### config.mk
export PLATFORM = sky130hd
export DESIGN_NAME = frame_dma_engine
export DESIGN_NICKNAME = d
export VERILOG_FILES = /design/src/rtl/frame_dma_engine.v
export VERILOG_INCLUDE_DIRS = /design/src /design/src/rtl
export SDC_FILE = /design/constraint.sdc
export NUM_CORES = 2
export LEC_CHECK = 0
export BUFFER_PORTS_ARGS = -buffer_cell sky130_fd_sc_hd__buf_2
export CORE_MARGIN = 5
export CORE_UTILIZATION = 62
export DETAILED_ROUTE_END_ITERATION = 7
export PLACE_DENSITY = 0.82
export REMOVE_ABC_BUFFERS = 1
export SYNTH_ARGS = -nofsm -noshare
export SYNTH_HDL_FRONTEND = slang
export SYNTH_SLANG_ARGS = --single-unit
export TNS_END_PERCENT = 30
### constraint.sdc
create_clock -name ref_clk -period 30.6 [get_ports ref_clk]
set_clock_uncertainty 0.05 [all_clocks]
set_input_delay 1.53 -clock ref_clk [delete_from_list [all_inputs] [get_ports ref_clk]]
set_output_delay 1.53 -clock ref_clk [all_outputs]
set_load 0.05 [all_outputs]
### src/rtl/frame_dma_regs.vh
/*
  register offsets, field positions and encodings of the frame dma engine.
  assumes a word-addressed register port with 8-bit byte addresses.
*/
`ifndef FRAME_DMA_REGS_VH
`define FRAME_DMA_REGS_VH

// channel layout
`define NUM_CH          10
`define NUM_XTR         2
`define CH_IDX_W        4
`define POS_W           14

// register byte addresses
`define OFF_ACTIVATE    8'h00
`define OFF_DISABLE     8'h04
`define OFF_STATE       8'h08
`define OFF_INTR_FRM    8'h0C
`define OFF_INTR_LLP    8'h10
`define OFF_FRM_ENA     8'h14
`define OFF_LLP_ENA     8'h18
`define OFF_IDENT       8'h1C
`define OFF_MAN_CFG     8'h20
`define OFF_MAN_XTR     8'h24
`define OFF_MAN_INJ     8'h28
`define OFF_CFG_BASE    8'h40
`define OFF_LLP_BASE    8'h80
`define OFF_BLOCK_MASK  8'hC0

// channel_config fields
`define CFG_PRIO_MSB    2
`define CFG_GRP_BIT     4

// manual configuration fields
`define MAN_ENA_BIT     0
`define MAN_GRP_BIT     1
`define MAN_SOF_BIT     2
`define MAN_EOF_BIT     3

// descriptor layout
`define DESC_LAST_IDX   2'h3
`define DESC_STAT_OFF   32'h0000_000C
`define WORD_BYTES      32'h0000_0004
`define NULL_PTR        32'h0000_0000
`define STAT_SOF        16
`define STAT_EOF        17
`define STAT_ABORT      18
`define STAT_PD         19
`define STAT_OFS_LSB    20

// internal_frame_header bit asking for fcs recompute
`define IFH_FCS_BIT     0

// per-channel state readback codes
`define ST_DISABLED     2'h0
`define ST_UPDATING     2'h1
`define ST_ACTIVE       2'h2

`endif

### src/rtl/frame_dma_engine.v
/*
  frame_dma_engine: ten-channel descriptor driven frame mover between two cpu
  port groups and host memory, with a plain software register port.
  assumes: the memory master port is answered by a one-request-at-a-time
  outbound path on ref_clk (mem_ack pulses once per request); the cpu port
  streams run on ref_clk; software configures the port groups beforehand.
*/
`timescale 1ns/100ps
`include "frame_dma_regs.vh"

module frame_dma_engine (
  // clock and reset
  input  wire        ref_clk,
  input  wire        rst_n,
  // software register port
  input  wire [7:0]  reg_addr,
  input  wire [31:0] reg_wdata,
  input  wire        reg_wr,
  input  wire        reg_rd,
  output reg  [31:0] reg_rdata,
  // outbound memory master
  output reg         mem_req,
  output reg         mem_we,
  output reg  [31:0] mem_addr,
  output reg  [31:0] mem_wdata,
  input  wire        mem_ack,
  input  wire [31:0] mem_rdata,
  // extraction streams, one lane per port group
  input  wire [1:0]  xtr_valid,
  input  wire [63:0] xtr_data,
  input  wire [63:0] xtr_ifh,
  input  wire [1:0]  xtr_eof,
  output reg  [1:0]  xtr_ready,
  // injection streams, one valid per port group, shared data
  output reg  [1:0]  inj_valid,
  output reg  [31:0] inj_data,
  output reg         inj_sof,
  output reg         inj_eof,
  output reg         inj_fcs_upd,
  input  wire [1:0]  inj_ready,
  // event summary
  output reg         evt_pending
);

  // one-hot engine states
  localparam [6:0] S_IDLE = 7'h01;
  localparam [6:0] S_RD   = 7'h02;
  localparam [6:0] S_XGET = 7'h04;
  localparam [6:0] S_XWR  = 7'h08;
  localparam [6:0] S_IRD  = 7'h10;
  localparam [6:0] S_IPUT = 7'h20;
  localparam [6:0] S_WB   = 7'h40;

  reg                 rst_s1_r;
  reg                 rst_sync_n;
  reg  [6:0]          state_r;
  reg  [3:0]          cur_r;
  reg  [1:0]          didx_r;
  reg  [31:0]         d_desc_r;
  reg  [31:0]         d_next_r;
  reg  [31:0]         d_datap_r;
  reg  [15:0]         d_datal_r;
  reg  [31:0]         d_stat_r;
  reg  [`POS_W-1:0]   pos_r;
  reg                 blk_sof_r;
  reg                 blk_eof_r;
  reg  [1:0]          xmid_r;
  reg  [1:0]          lock_r;
  reg  [3:0]          own_r [0:1];
  reg  [31:0]         llp_r [0:`NUM_CH-1];
  reg  [2:0]          prio_r [0:`NUM_CH-1];
  reg  [`NUM_CH-1:0]  grp_r;
  reg  [`NUM_CH-1:0]  act_r;
  reg  [`NUM_CH-1:0]  dis_r;
  reg  [`NUM_CH-1:0]  frm_r;
  reg  [`NUM_CH-1:0]  llpev_r;
  reg  [`NUM_CH-1:0]  frm_ena_r;
  reg  [`NUM_CH-1:0]  llp_ena_r;
  reg  [3:0]          man_cfg_r;

  reg  [`NUM_CH-1:0]  elig;
  reg                 win_ok;
  reg  [3:0]          win;
  reg  [2:0]          best;
  reg  [19:0]         st_vec;
  reg  [31:0]         rd_mux;
  integer             i;

  wire                is_xtr   = (cur_r < `NUM_XTR);
  wire                xport    = cur_r[0];
  wire                igrp     = grp_r[cur_r];
  wire [`POS_W-1:0]   pos_inc  = pos_r + 1'b1;
  wire [15:0]         pos_byt  = {pos_inc, 2'b00};
  wire                blk_last = is_xtr ? (pos_byt >= d_datal_r) : (pos_byt >= d_stat_r[15:0]);
  wire [31:0]         blk_addr = d_datap_r + {16'h0000, pos_r, 2'b00};
  wire                wb_done  = (state_r == S_WB) && mem_ack;
  wire [`NUM_CH-1:0]  cur_oh   = {{(`NUM_CH-1){1'b0}}, 1'b1} << cur_r;
  wire                is_null  = (d_next_r == `NULL_PTR);
  wire [`NUM_CH-1:0]  ident    = (frm_r & frm_ena_r) | (llpev_r & llp_ena_r);
  wire                man_on   = man_cfg_r[`MAN_ENA_BIT];
  wire                man_grp  = man_cfg_r[`MAN_GRP_BIT];
  wire                cfg_hit  = ((reg_addr & `OFF_BLOCK_MASK) == `OFF_CFG_BASE);
  wire                llp_hit  = ((reg_addr & `OFF_BLOCK_MASK) == `OFF_LLP_BASE);
  wire [3:0]          reg_ch   = reg_addr[5:2];

  // channel bookkeeping updates; a hardware set always beats a software clear
  wire [`NUM_CH-1:0]  act_set  = (reg_wr && reg_addr == `OFF_ACTIVATE) ? reg_wdata[`NUM_CH-1:0] : {`NUM_CH{1'b0}};
  wire [`NUM_CH-1:0]  dis_set  = (reg_wr && reg_addr == `OFF_DISABLE) ? reg_wdata[`NUM_CH-1:0] : {`NUM_CH{1'b0}};
  wire [`NUM_CH-1:0]  frm_clr  = (reg_wr && reg_addr == `OFF_INTR_FRM) ? reg_wdata[`NUM_CH-1:0] : {`NUM_CH{1'b0}};
  wire [`NUM_CH-1:0]  llp_clr  = (reg_wr && reg_addr == `OFF_INTR_LLP) ? reg_wdata[`NUM_CH-1:0] : {`NUM_CH{1'b0}};
  wire [`NUM_CH-1:0]  act_clr  = (wb_done && (is_null || dis_r[cur_r])) ? cur_oh : {`NUM_CH{1'b0}};
  wire [`NUM_CH-1:0]  frm_set  = (wb_done && blk_eof_r) ? cur_oh : {`NUM_CH{1'b0}};
  wire [`NUM_CH-1:0]  llp_set  = (wb_done && is_null) ? cur_oh : {`NUM_CH{1'b0}};

  // status word written back: extraction reports what it stored, injection marks done;
  // extraction loads it as its last write is acked, so the byte count already includes that word; injection loads it as the group accepts its last word
  wire [31:0] stat_wr = is_xtr ?
    {d_stat_r[31:`STAT_OFS_LSB], 2'b00, blk_eof_r, blk_sof_r, pos_byt} :
    {d_stat_r[31:`STAT_OFS_LSB], 1'b1, d_stat_r[`STAT_ABORT:`STAT_SOF], d_stat_r[15:0]};

  // reset release through two flops
  always @(posedge ref_clk or negedge rst_n) begin
    if (!rst_n) begin
      rst_s1_r   <= 1'b0;
      rst_sync_n <= 1'b0;
    end else begin
      rst_s1_r   <= 1'b1;
      rst_sync_n <= rst_s1_r;
    end
  end

  // which channels could use the engine right now
  always @* begin
    elig = {`NUM_CH{1'b0}};
    for (i = 0; i < `NUM_CH; i = i + 1) begin
      if (i < `NUM_XTR)
        elig[i] = act_r[i] && xtr_valid[i];
      else
        elig[i] = act_r[i] && (!lock_r[grp_r[i]] || own_r[grp_r[i]] == i[3:0]);
    end
  end

  // strict priority; ascending scan with >= lets the higher number win ties
  always @* begin
    win_ok = 1'b0;
    win    = 4'h0;
    best   = 3'h0;
    for (i = 0; i < `NUM_CH; i = i + 1) begin
      if (elig[i] && (!win_ok || prio_r[i] >= best)) begin
        win_ok = 1'b1;
        win    = i[3:0];
        best   = prio_r[i];
      end
    end
  end

  // per-channel state readback, two bits each
  always @* begin
    for (i = 0; i < `NUM_CH; i = i + 1) begin
      if (!act_r[i])
        st_vec[2*i +: 2] = `ST_DISABLED;
      else if (cur_r == i[3:0] && (state_r == S_RD || state_r == S_WB))
        st_vec[2*i +: 2] = `ST_UPDATING;
      else
        st_vec[2*i +: 2] = `ST_ACTIVE;
    end
  end

  // register read multiplexer; unmapped addresses read zero
  always @* begin
    rd_mux = 32'h0000_0000;
    if (reg_addr == `OFF_ACTIVATE)
      rd_mux = {22'h00_0000, act_r};
    else if (reg_addr == `OFF_DISABLE)
      rd_mux = {22'h00_0000, dis_r};
    else if (reg_addr == `OFF_STATE)
      rd_mux = {12'h000, st_vec};
    else if (reg_addr == `OFF_INTR_FRM)
      rd_mux = {22'h00_0000, frm_r};
    else if (reg_addr == `OFF_INTR_LLP)
      rd_mux = {22'h00_0000, llpev_r};
    else if (reg_addr == `OFF_FRM_ENA)
      rd_mux = {22'h00_0000, frm_ena_r};
    else if (reg_addr == `OFF_LLP_ENA)
      rd_mux = {22'h00_0000, llp_ena_r};
    else if (reg_addr == `OFF_IDENT)
      rd_mux = {22'h00_0000, ident};
    else if (reg_addr == `OFF_MAN_CFG)
      rd_mux = {28'h000_0000, man_cfg_r};
    else if (reg_addr == `OFF_MAN_XTR)
      rd_mux = man_grp ? xtr_data[63:32] : xtr_data[31:0];
    else if (cfg_hit && reg_ch < `NUM_CH)
      rd_mux = {27'h000_0000, grp_r[reg_ch], 1'b0, prio_r[reg_ch]};
    else if (llp_hit && reg_ch < `NUM_CH)
      rd_mux = llp_r[reg_ch];
  end

  // registers, descriptor engine and stream handshakes
  always @(posedge ref_clk or negedge rst_sync_n) begin
    if (!rst_sync_n) begin
      state_r     <= S_IDLE;
      cur_r       <= 4'h0;
      didx_r      <= 2'h0;
      d_desc_r    <= 32'h0000_0000;
      d_next_r    <= 32'h0000_0000;
      d_datap_r   <= 32'h0000_0000;
      d_datal_r   <= 16'h0000;
      d_stat_r    <= 32'h0000_0000;
      pos_r       <= {`POS_W{1'b0}};
      blk_sof_r   <= 1'b0;
      blk_eof_r   <= 1'b0;
      xmid_r      <= 2'h0;
      lock_r      <= 2'h0;
      own_r[0]    <= 4'h0;
      own_r[1]    <= 4'h0;
      grp_r       <= {`NUM_CH{1'b0}};
      act_r       <= {`NUM_CH{1'b0}};
      dis_r       <= {`NUM_CH{1'b0}};
      frm_r       <= {`NUM_CH{1'b0}};
      llpev_r     <= {`NUM_CH{1'b0}};
      frm_ena_r   <= {`NUM_CH{1'b0}};
      llp_ena_r   <= {`NUM_CH{1'b0}};
      man_cfg_r   <= 4'h0;
      reg_rdata   <= 32'h0000_0000;
      mem_req     <= 1'b0;
      mem_we      <= 1'b0;
      mem_addr    <= 32'h0000_0000;
      mem_wdata   <= 32'h0000_0000;
      xtr_ready   <= 2'h0;
      inj_valid   <= 2'h0;
      inj_data    <= 32'h0000_0000;
      inj_sof     <= 1'b0;
      inj_eof     <= 1'b0;
      inj_fcs_upd <= 1'b0;
      evt_pending <= 1'b0;
      for (i = 0; i < `NUM_CH; i = i + 1) begin
        llp_r[i]  <= 32'h0000_0000;
        prio_r[i] <= 3'h0;
      end
    end else begin
      xtr_ready   <= 2'h0;
      reg_rdata   <= reg_rd ? rd_mux : 32'h0000_0000;
      evt_pending <= |ident;
      act_r       <= (act_r & ~act_clr) | act_set;
      dis_r       <= (dis_r & ~act_clr & ~act_set) | dis_set;
      frm_r       <= (frm_r & ~frm_clr) | frm_set;
      llpev_r     <= (llpev_r & ~llp_clr) | llp_set;
      // software writes
      if (reg_wr) begin
        if (reg_addr == `OFF_FRM_ENA)
          frm_ena_r <= reg_wdata[`NUM_CH-1:0];
        if (reg_addr == `OFF_LLP_ENA)
          llp_ena_r <= reg_wdata[`NUM_CH-1:0];
        if (reg_addr == `OFF_MAN_CFG)
          man_cfg_r <= reg_wdata[3:0];
        if (cfg_hit && reg_ch < `NUM_CH) begin
          prio_r[reg_ch] <= reg_wdata[`CFG_PRIO_MSB:0];
          grp_r[reg_ch]  <= reg_wdata[`CFG_GRP_BIT];
        end
        if (llp_hit && reg_ch < `NUM_CH)
          llp_r[reg_ch] <= reg_wdata;
        if (reg_addr == `OFF_MAN_INJ && man_on) begin
          inj_valid[man_grp] <= 1'b1;
          inj_data           <= reg_wdata;
          inj_sof            <= man_cfg_r[`MAN_SOF_BIT];
          inj_eof            <= man_cfg_r[`MAN_EOF_BIT];
          inj_fcs_upd        <= man_cfg_r[`MAN_SOF_BIT] && reg_wdata[`IFH_FCS_BIT];
        end
      end
      // manual extraction pops a word on each data read
      if (reg_rd && reg_addr == `OFF_MAN_XTR && man_on && xtr_valid[man_grp])
        xtr_ready[man_grp] <= 1'b1;
      // an injection word leaves when its group accepts it
      for (i = 0; i < `NUM_XTR; i = i + 1) begin
        if (inj_valid[i] && inj_ready[i])
          inj_valid[i] <= 1'b0;
      end
      // descriptor engine: one memory request outstanding at most
      case (state_r)
        S_IDLE: begin
          if (!man_on && win_ok) begin
            cur_r    <= win;
            didx_r   <= 2'h0;
            d_desc_r <= llp_r[win];
            mem_req  <= 1'b1;
            mem_we   <= 1'b0;
            mem_addr <= llp_r[win];
            state_r  <= S_RD;
          end
        end
        S_RD: begin
          if (mem_ack) begin
            mem_req <= 1'b0;
            case (didx_r)
              2'h0:    d_next_r  <= mem_rdata;
              2'h1:    d_datap_r <= mem_rdata;
              2'h2:    d_datal_r <= mem_rdata[15:0];
              default: d_stat_r  <= mem_rdata;
            endcase
            if (didx_r == `DESC_LAST_IDX) begin
              pos_r     <= {`POS_W{1'b0}};
              blk_sof_r <= 1'b0;
              blk_eof_r <= is_xtr ? 1'b0 : mem_rdata[`STAT_EOF];
              if (is_xtr) begin
                state_r <= S_XGET;
              end else begin
                mem_req  <= 1'b1;
                mem_addr <= d_datap_r;
                state_r  <= S_IRD;
              end
            end else begin
              didx_r   <= didx_r + 2'h1;
              mem_req  <= 1'b1;
              mem_addr <= mem_addr + `WORD_BYTES;
            end
          end
        end
        S_XGET: begin
          if (xtr_valid[xport]) begin
            if (!xmid_r[xport]) begin
              mem_wdata      <= xport ? xtr_ifh[63:32] : xtr_ifh[31:0];
              blk_sof_r      <= 1'b1;
              xmid_r[xport]  <= 1'b1;
            end else begin
              mem_wdata        <= xport ? xtr_data[63:32] : xtr_data[31:0];
              blk_eof_r        <= xtr_eof[xport];
              xtr_ready[xport] <= 1'b1;
            end
            mem_req  <= 1'b1;
            mem_we   <= 1'b1;
            mem_addr <= blk_addr;
            state_r  <= S_XWR;
          end
        end
        S_XWR: begin
          if (mem_ack) begin
            mem_req <= 1'b0;
            pos_r   <= pos_inc;
            if (blk_eof_r || blk_last) begin
              if (blk_eof_r)
                xmid_r[xport] <= 1'b0;
              mem_req   <= 1'b1;
              mem_addr  <= d_desc_r + `DESC_STAT_OFF;
              mem_wdata <= stat_wr;
              state_r   <= S_WB;
            end else begin
              state_r <= S_XGET;
            end
          end
        end
        S_IRD: begin
          if (mem_ack) begin
            mem_req         <= 1'b0;
            inj_valid[igrp] <= 1'b1;
            inj_data        <= mem_rdata;
            inj_sof         <= (pos_r == {`POS_W{1'b0}}) && d_stat_r[`STAT_SOF];
            inj_eof         <= blk_last && d_stat_r[`STAT_EOF];
            inj_fcs_upd     <= (pos_r == {`POS_W{1'b0}}) && d_stat_r[`STAT_SOF] && mem_rdata[`IFH_FCS_BIT];
            if (pos_r == {`POS_W{1'b0}} && d_stat_r[`STAT_SOF]) begin
              lock_r[igrp] <= 1'b1;
              own_r[igrp]  <= cur_r;
            end
            state_r <= S_IPUT;
          end
        end
        S_IPUT: begin
          if (inj_valid[igrp] && inj_ready[igrp]) begin
            pos_r <= pos_inc;
            if (inj_eof)
              lock_r[igrp] <= 1'b0;
            mem_req <= 1'b1;
            mem_we  <= blk_last;
            if (blk_last) begin
              mem_addr  <= d_desc_r + `DESC_STAT_OFF;
              mem_wdata <= stat_wr;
              state_r   <= S_WB;
            end else begin
              mem_addr <= blk_addr + `WORD_BYTES;
              state_r  <= S_IRD;
            end
          end
        end
        S_WB: begin
          // write and status word were loaded with the request, so they stand until ack
          if (mem_ack) begin
            mem_req        <= 1'b0;
            mem_we         <= 1'b0;
            llp_r[cur_r]   <= d_next_r;
            state_r        <= S_IDLE;
          end
        end
        default: state_r <= S_IDLE;
      endcase
    end
  end

endmodule // frame_dma_engine

==> metrics <==
outcome finished, violations left; violated checks DRC, capacitance limit, slew limit; Final Routed Wirelength roughly 180000 um; WL/cell 30.0 um; GR Layer Usage met2 0.638; Period minus WS final 17.42 ns; fin nets 5334; flops & latches, synth 748; Clk Latency, worst-skew pair 0.67 ns; layout cells sized above 1 0.193; root buf cell clkbuf_16; Setup crit end kind flip-flop; number of global-route vias before repair 42538; worst r2r src act_r[0]$_DFF_PN0_; TritonCTS clock tree done; RD Place Congestion 1.03; crit path buf inv count 5; clock-pin slew on the worst setup and hold paths 0.06 ns; die area roughly 0.08 mm2; initial antenna violation count 6; GR Overflow Total 0; Syn Inst Count 4939; largest net degree at the start of global routing 164; largest fanout on the critical path 46; fmax 57.4 MHz; Syn Area/Cell about 9.4 um2; DRT antenna net count 0; DR vias/cell 7.21; IO Pins approximately 350; Arr. time, crit path around 18 ns; FFs w/ async S/R, synth 1.00; HP Class flip-flop to async pin; Main synth FF type dfrtp_1; CTS max path bufs 3; Max transition margin -0.0303; Worst Tran Pin Value 1.53 ns; Syn. warnings 0; Initial Util 0.623; All-Layer GR Usage 0.438; Post-CTS Setup Inserts 0; post-DP HPWL approximately 120000 um; TNS Setup 0 ns; Post-route DRC 37; CTS H-tree lvls 3; Core Region 0.0742 mm2; leakage power ~23 nW; Hold Vio Cnt, Final 0; post-synthesis sequential area ratio 0.405; PD cells around 80 mW/mm2; DIE HEIGHT 283 um; met3 Resource Use GR 0.184; Die W approximately 280 um; port bufs 348; vias 43860; maximum vdd ir drop 63.6 uV; CTS resizes 0; met1 Use GR 0.549; synth unique cells 103; slowest cell on the critical path o31ai_1; Max Cap Viol 1; Area Overhead vs Synth 11.0%; critical path startpoint xtr_valid[0]; Finished Core Util 0.692; Post-synth EDFFs 0; total clock sinks 748; Setup crit start kind input port; Post-Syn Area 0.0463 mm2; Crit path max-delay family compound AO/OA/AOI/OAI gates; unrepaired setup endpoints after global routing false; final setup violation count 0; cell mode on critical path ha_1; # hold bufs at CTS 0; max incr delay on CP 0.79 ns; global-route wire length before repair roughly 270000 um; Crit Path Class input port to flip-flop; Row Count 100; max-slew violation count 2; Period Utilization, post-route 0.569; TritonCTS Buffers 81; busiest grt layer met2; Initial DRC Count 6808; Pre-antenna DRT Iters 8; critical path required time 31.04 ns
[metrics by stage]
stage | total power, mW | std cells | setup slack [ns] | hold slack (ns) | instance area (um2)
3_5_place_dp | 2.97 | 5931 | 13.02 | 0.287 | 48500
6_report | 4.11 | 6084 | 13.18 | 0.297 | 51400
2_1_floorplan | 2.38 | 4531 | 8.16 | 0.281 | 44600
4_1_cts | 4.03 | 6079 | 13.67 | 0.300 | 51400
5_1_grt | 4.24 | 6081 | 12.48 | 0.312 | 51400
3_3_place_gp | 2.93 | 5931 | 13.43 | 0.283 | 48500
[Yosys cell counts (all sizes together) (23+ instances only)]
library cell	n	area share
nor2	304	0.025
xor2	71	0.013
ha	77	0.021
and2	27	0.0037
nor4	30	0.0041
a22oi	25	0.0042
nand4	38	0.0051
and3	36	0.0049
a21oi	281	0.031
a211oi	87	0.016
buf	71	0.0080
mux2	227	0.055
nand3	112	0.012
nor2b	49	0.0066
inv	85	0.0069
nand2	715	0.058
a31oi	42	0.0057
a222oi	36	0.0078
dfrtp	747	0.40
nor3	80	0.0087
o31ai	23	0.0041
o21ai	491	0.053
mux4	76	0.037
xnor2	51	0.0097
nand2b	26	0.0035
mux2i	435	0.094
o221ai	59	0.014
clkbuf	337	0.027
o211ai	27	0.0045
a221oi	26	0.0051
[logic make-up after synthesis]
logic type / count (synthesis) / share of synthesized area
flops: 748 / 0.405
compound gates: 1258 / 0.176
xor+xnor: 122 / 0.0231
fa+ha+maj: 78 / 0.0213
simple gates: 1501 / 0.146
mux: 738 / 0.186
other cells: 1 / 0.0000811
buf+inv: 493 / 0.0423
[report_power, final]
part | internal (mW) | switching, mW | total (mW)
logic | 0.501 | 0.995 | 1.50
clock network | 0.616 | 0.445 | 1.06
registers | 1.19 | 0.367 | 1.55
[layout make-up]
| type | instances | area, um2 |
|---|---|---|
| Timing Repair Buffer | 431 | 2380 |
| Tap cell | 969 | 1210 |
| Clock buffer | 117 | 2380 |
| Fill cell | 5697 | 22800 |
| Antenna cell | 5 | 12.5 |
| Sequential cell | 748 | 18700 |
| Clock inverter | 31 | 492 |
| Multi-Input combinational cell | 3698 | 25800 |
| Inverter | 85 | 319 |
[placed cells by master (no fill, tap or decap), types with 16 or more instances in the layout]
master     count
a211oi_1      74
a21o_1        19
a21oi_1      277
a221oi_1      25
a222oi_1      36
a22o_1        16
a22oi_1       24
a31oi_1       42
and2_1        24
and3_1        36
buf_2        346
buf_4         84
clkbuf_16     81
clkbuf_8      22
dfrtp_1      742
ha_1          76
inv_1         85
mux2_2       218
mux2i_1      435
mux4_2        76
nand2_1      710
nand2b_1      26
nand3_1      106
nand4_1       38
nor2_1       287
nor2_4        16
nor2b_1       48
nor3_1        76
nor4_1        29
o211ai_1      26
o21ai_0      470
o21ai_1       19
o221ai_1      40
o221ai_2      19
o22ai_1       22
o31ai_1       20
or3_1         18
xnor2_1       51
xor2_1        71
[path summary, 6_finish.rpt]
| path | end | slack [ns] | cells after the start |
|---|---|---|---|
| max | mem_addr[6]$_DFFE_PN0P_ | 13.18 | 69 |
| min | inj_data[24]$_DFF_PN0_ | 0.30 | 0 |
| max reg2reg | mem_addr[6]$_DFFE_PN0P_ | 13.64 | 68 |
| min reg2reg | inj_data[24]$_DFF_PN0_ | 0.30 | 0 |
| max in group asynchronous | async pin | 27.09 | 3 |
| min in group ref_clk | rst_sync_n$_DFF_PN0_ | 0.30 | 0 |
[state kept, by name, summed over array words and instances, names as in the netlist, 31 cells and up, named ones only]
register	flops
d_datap_r	32
d_desc_r	32
d_next_r	32
d_stat_r	31
inj_data	32
llp_r	320
mem_addr	32
mem_wdata	32
reg_rdata	32
[layer usage]
metal | up-vias | part of all wire
met3 | 1020 | 0.16
met2 | 3632 | 0.42
li1 | 18217 | -
met1 | 20983 | 0.35
met4 | 8 | 0.073
met5 | - | 0.00054
Power figures use the tool's default switching activity.
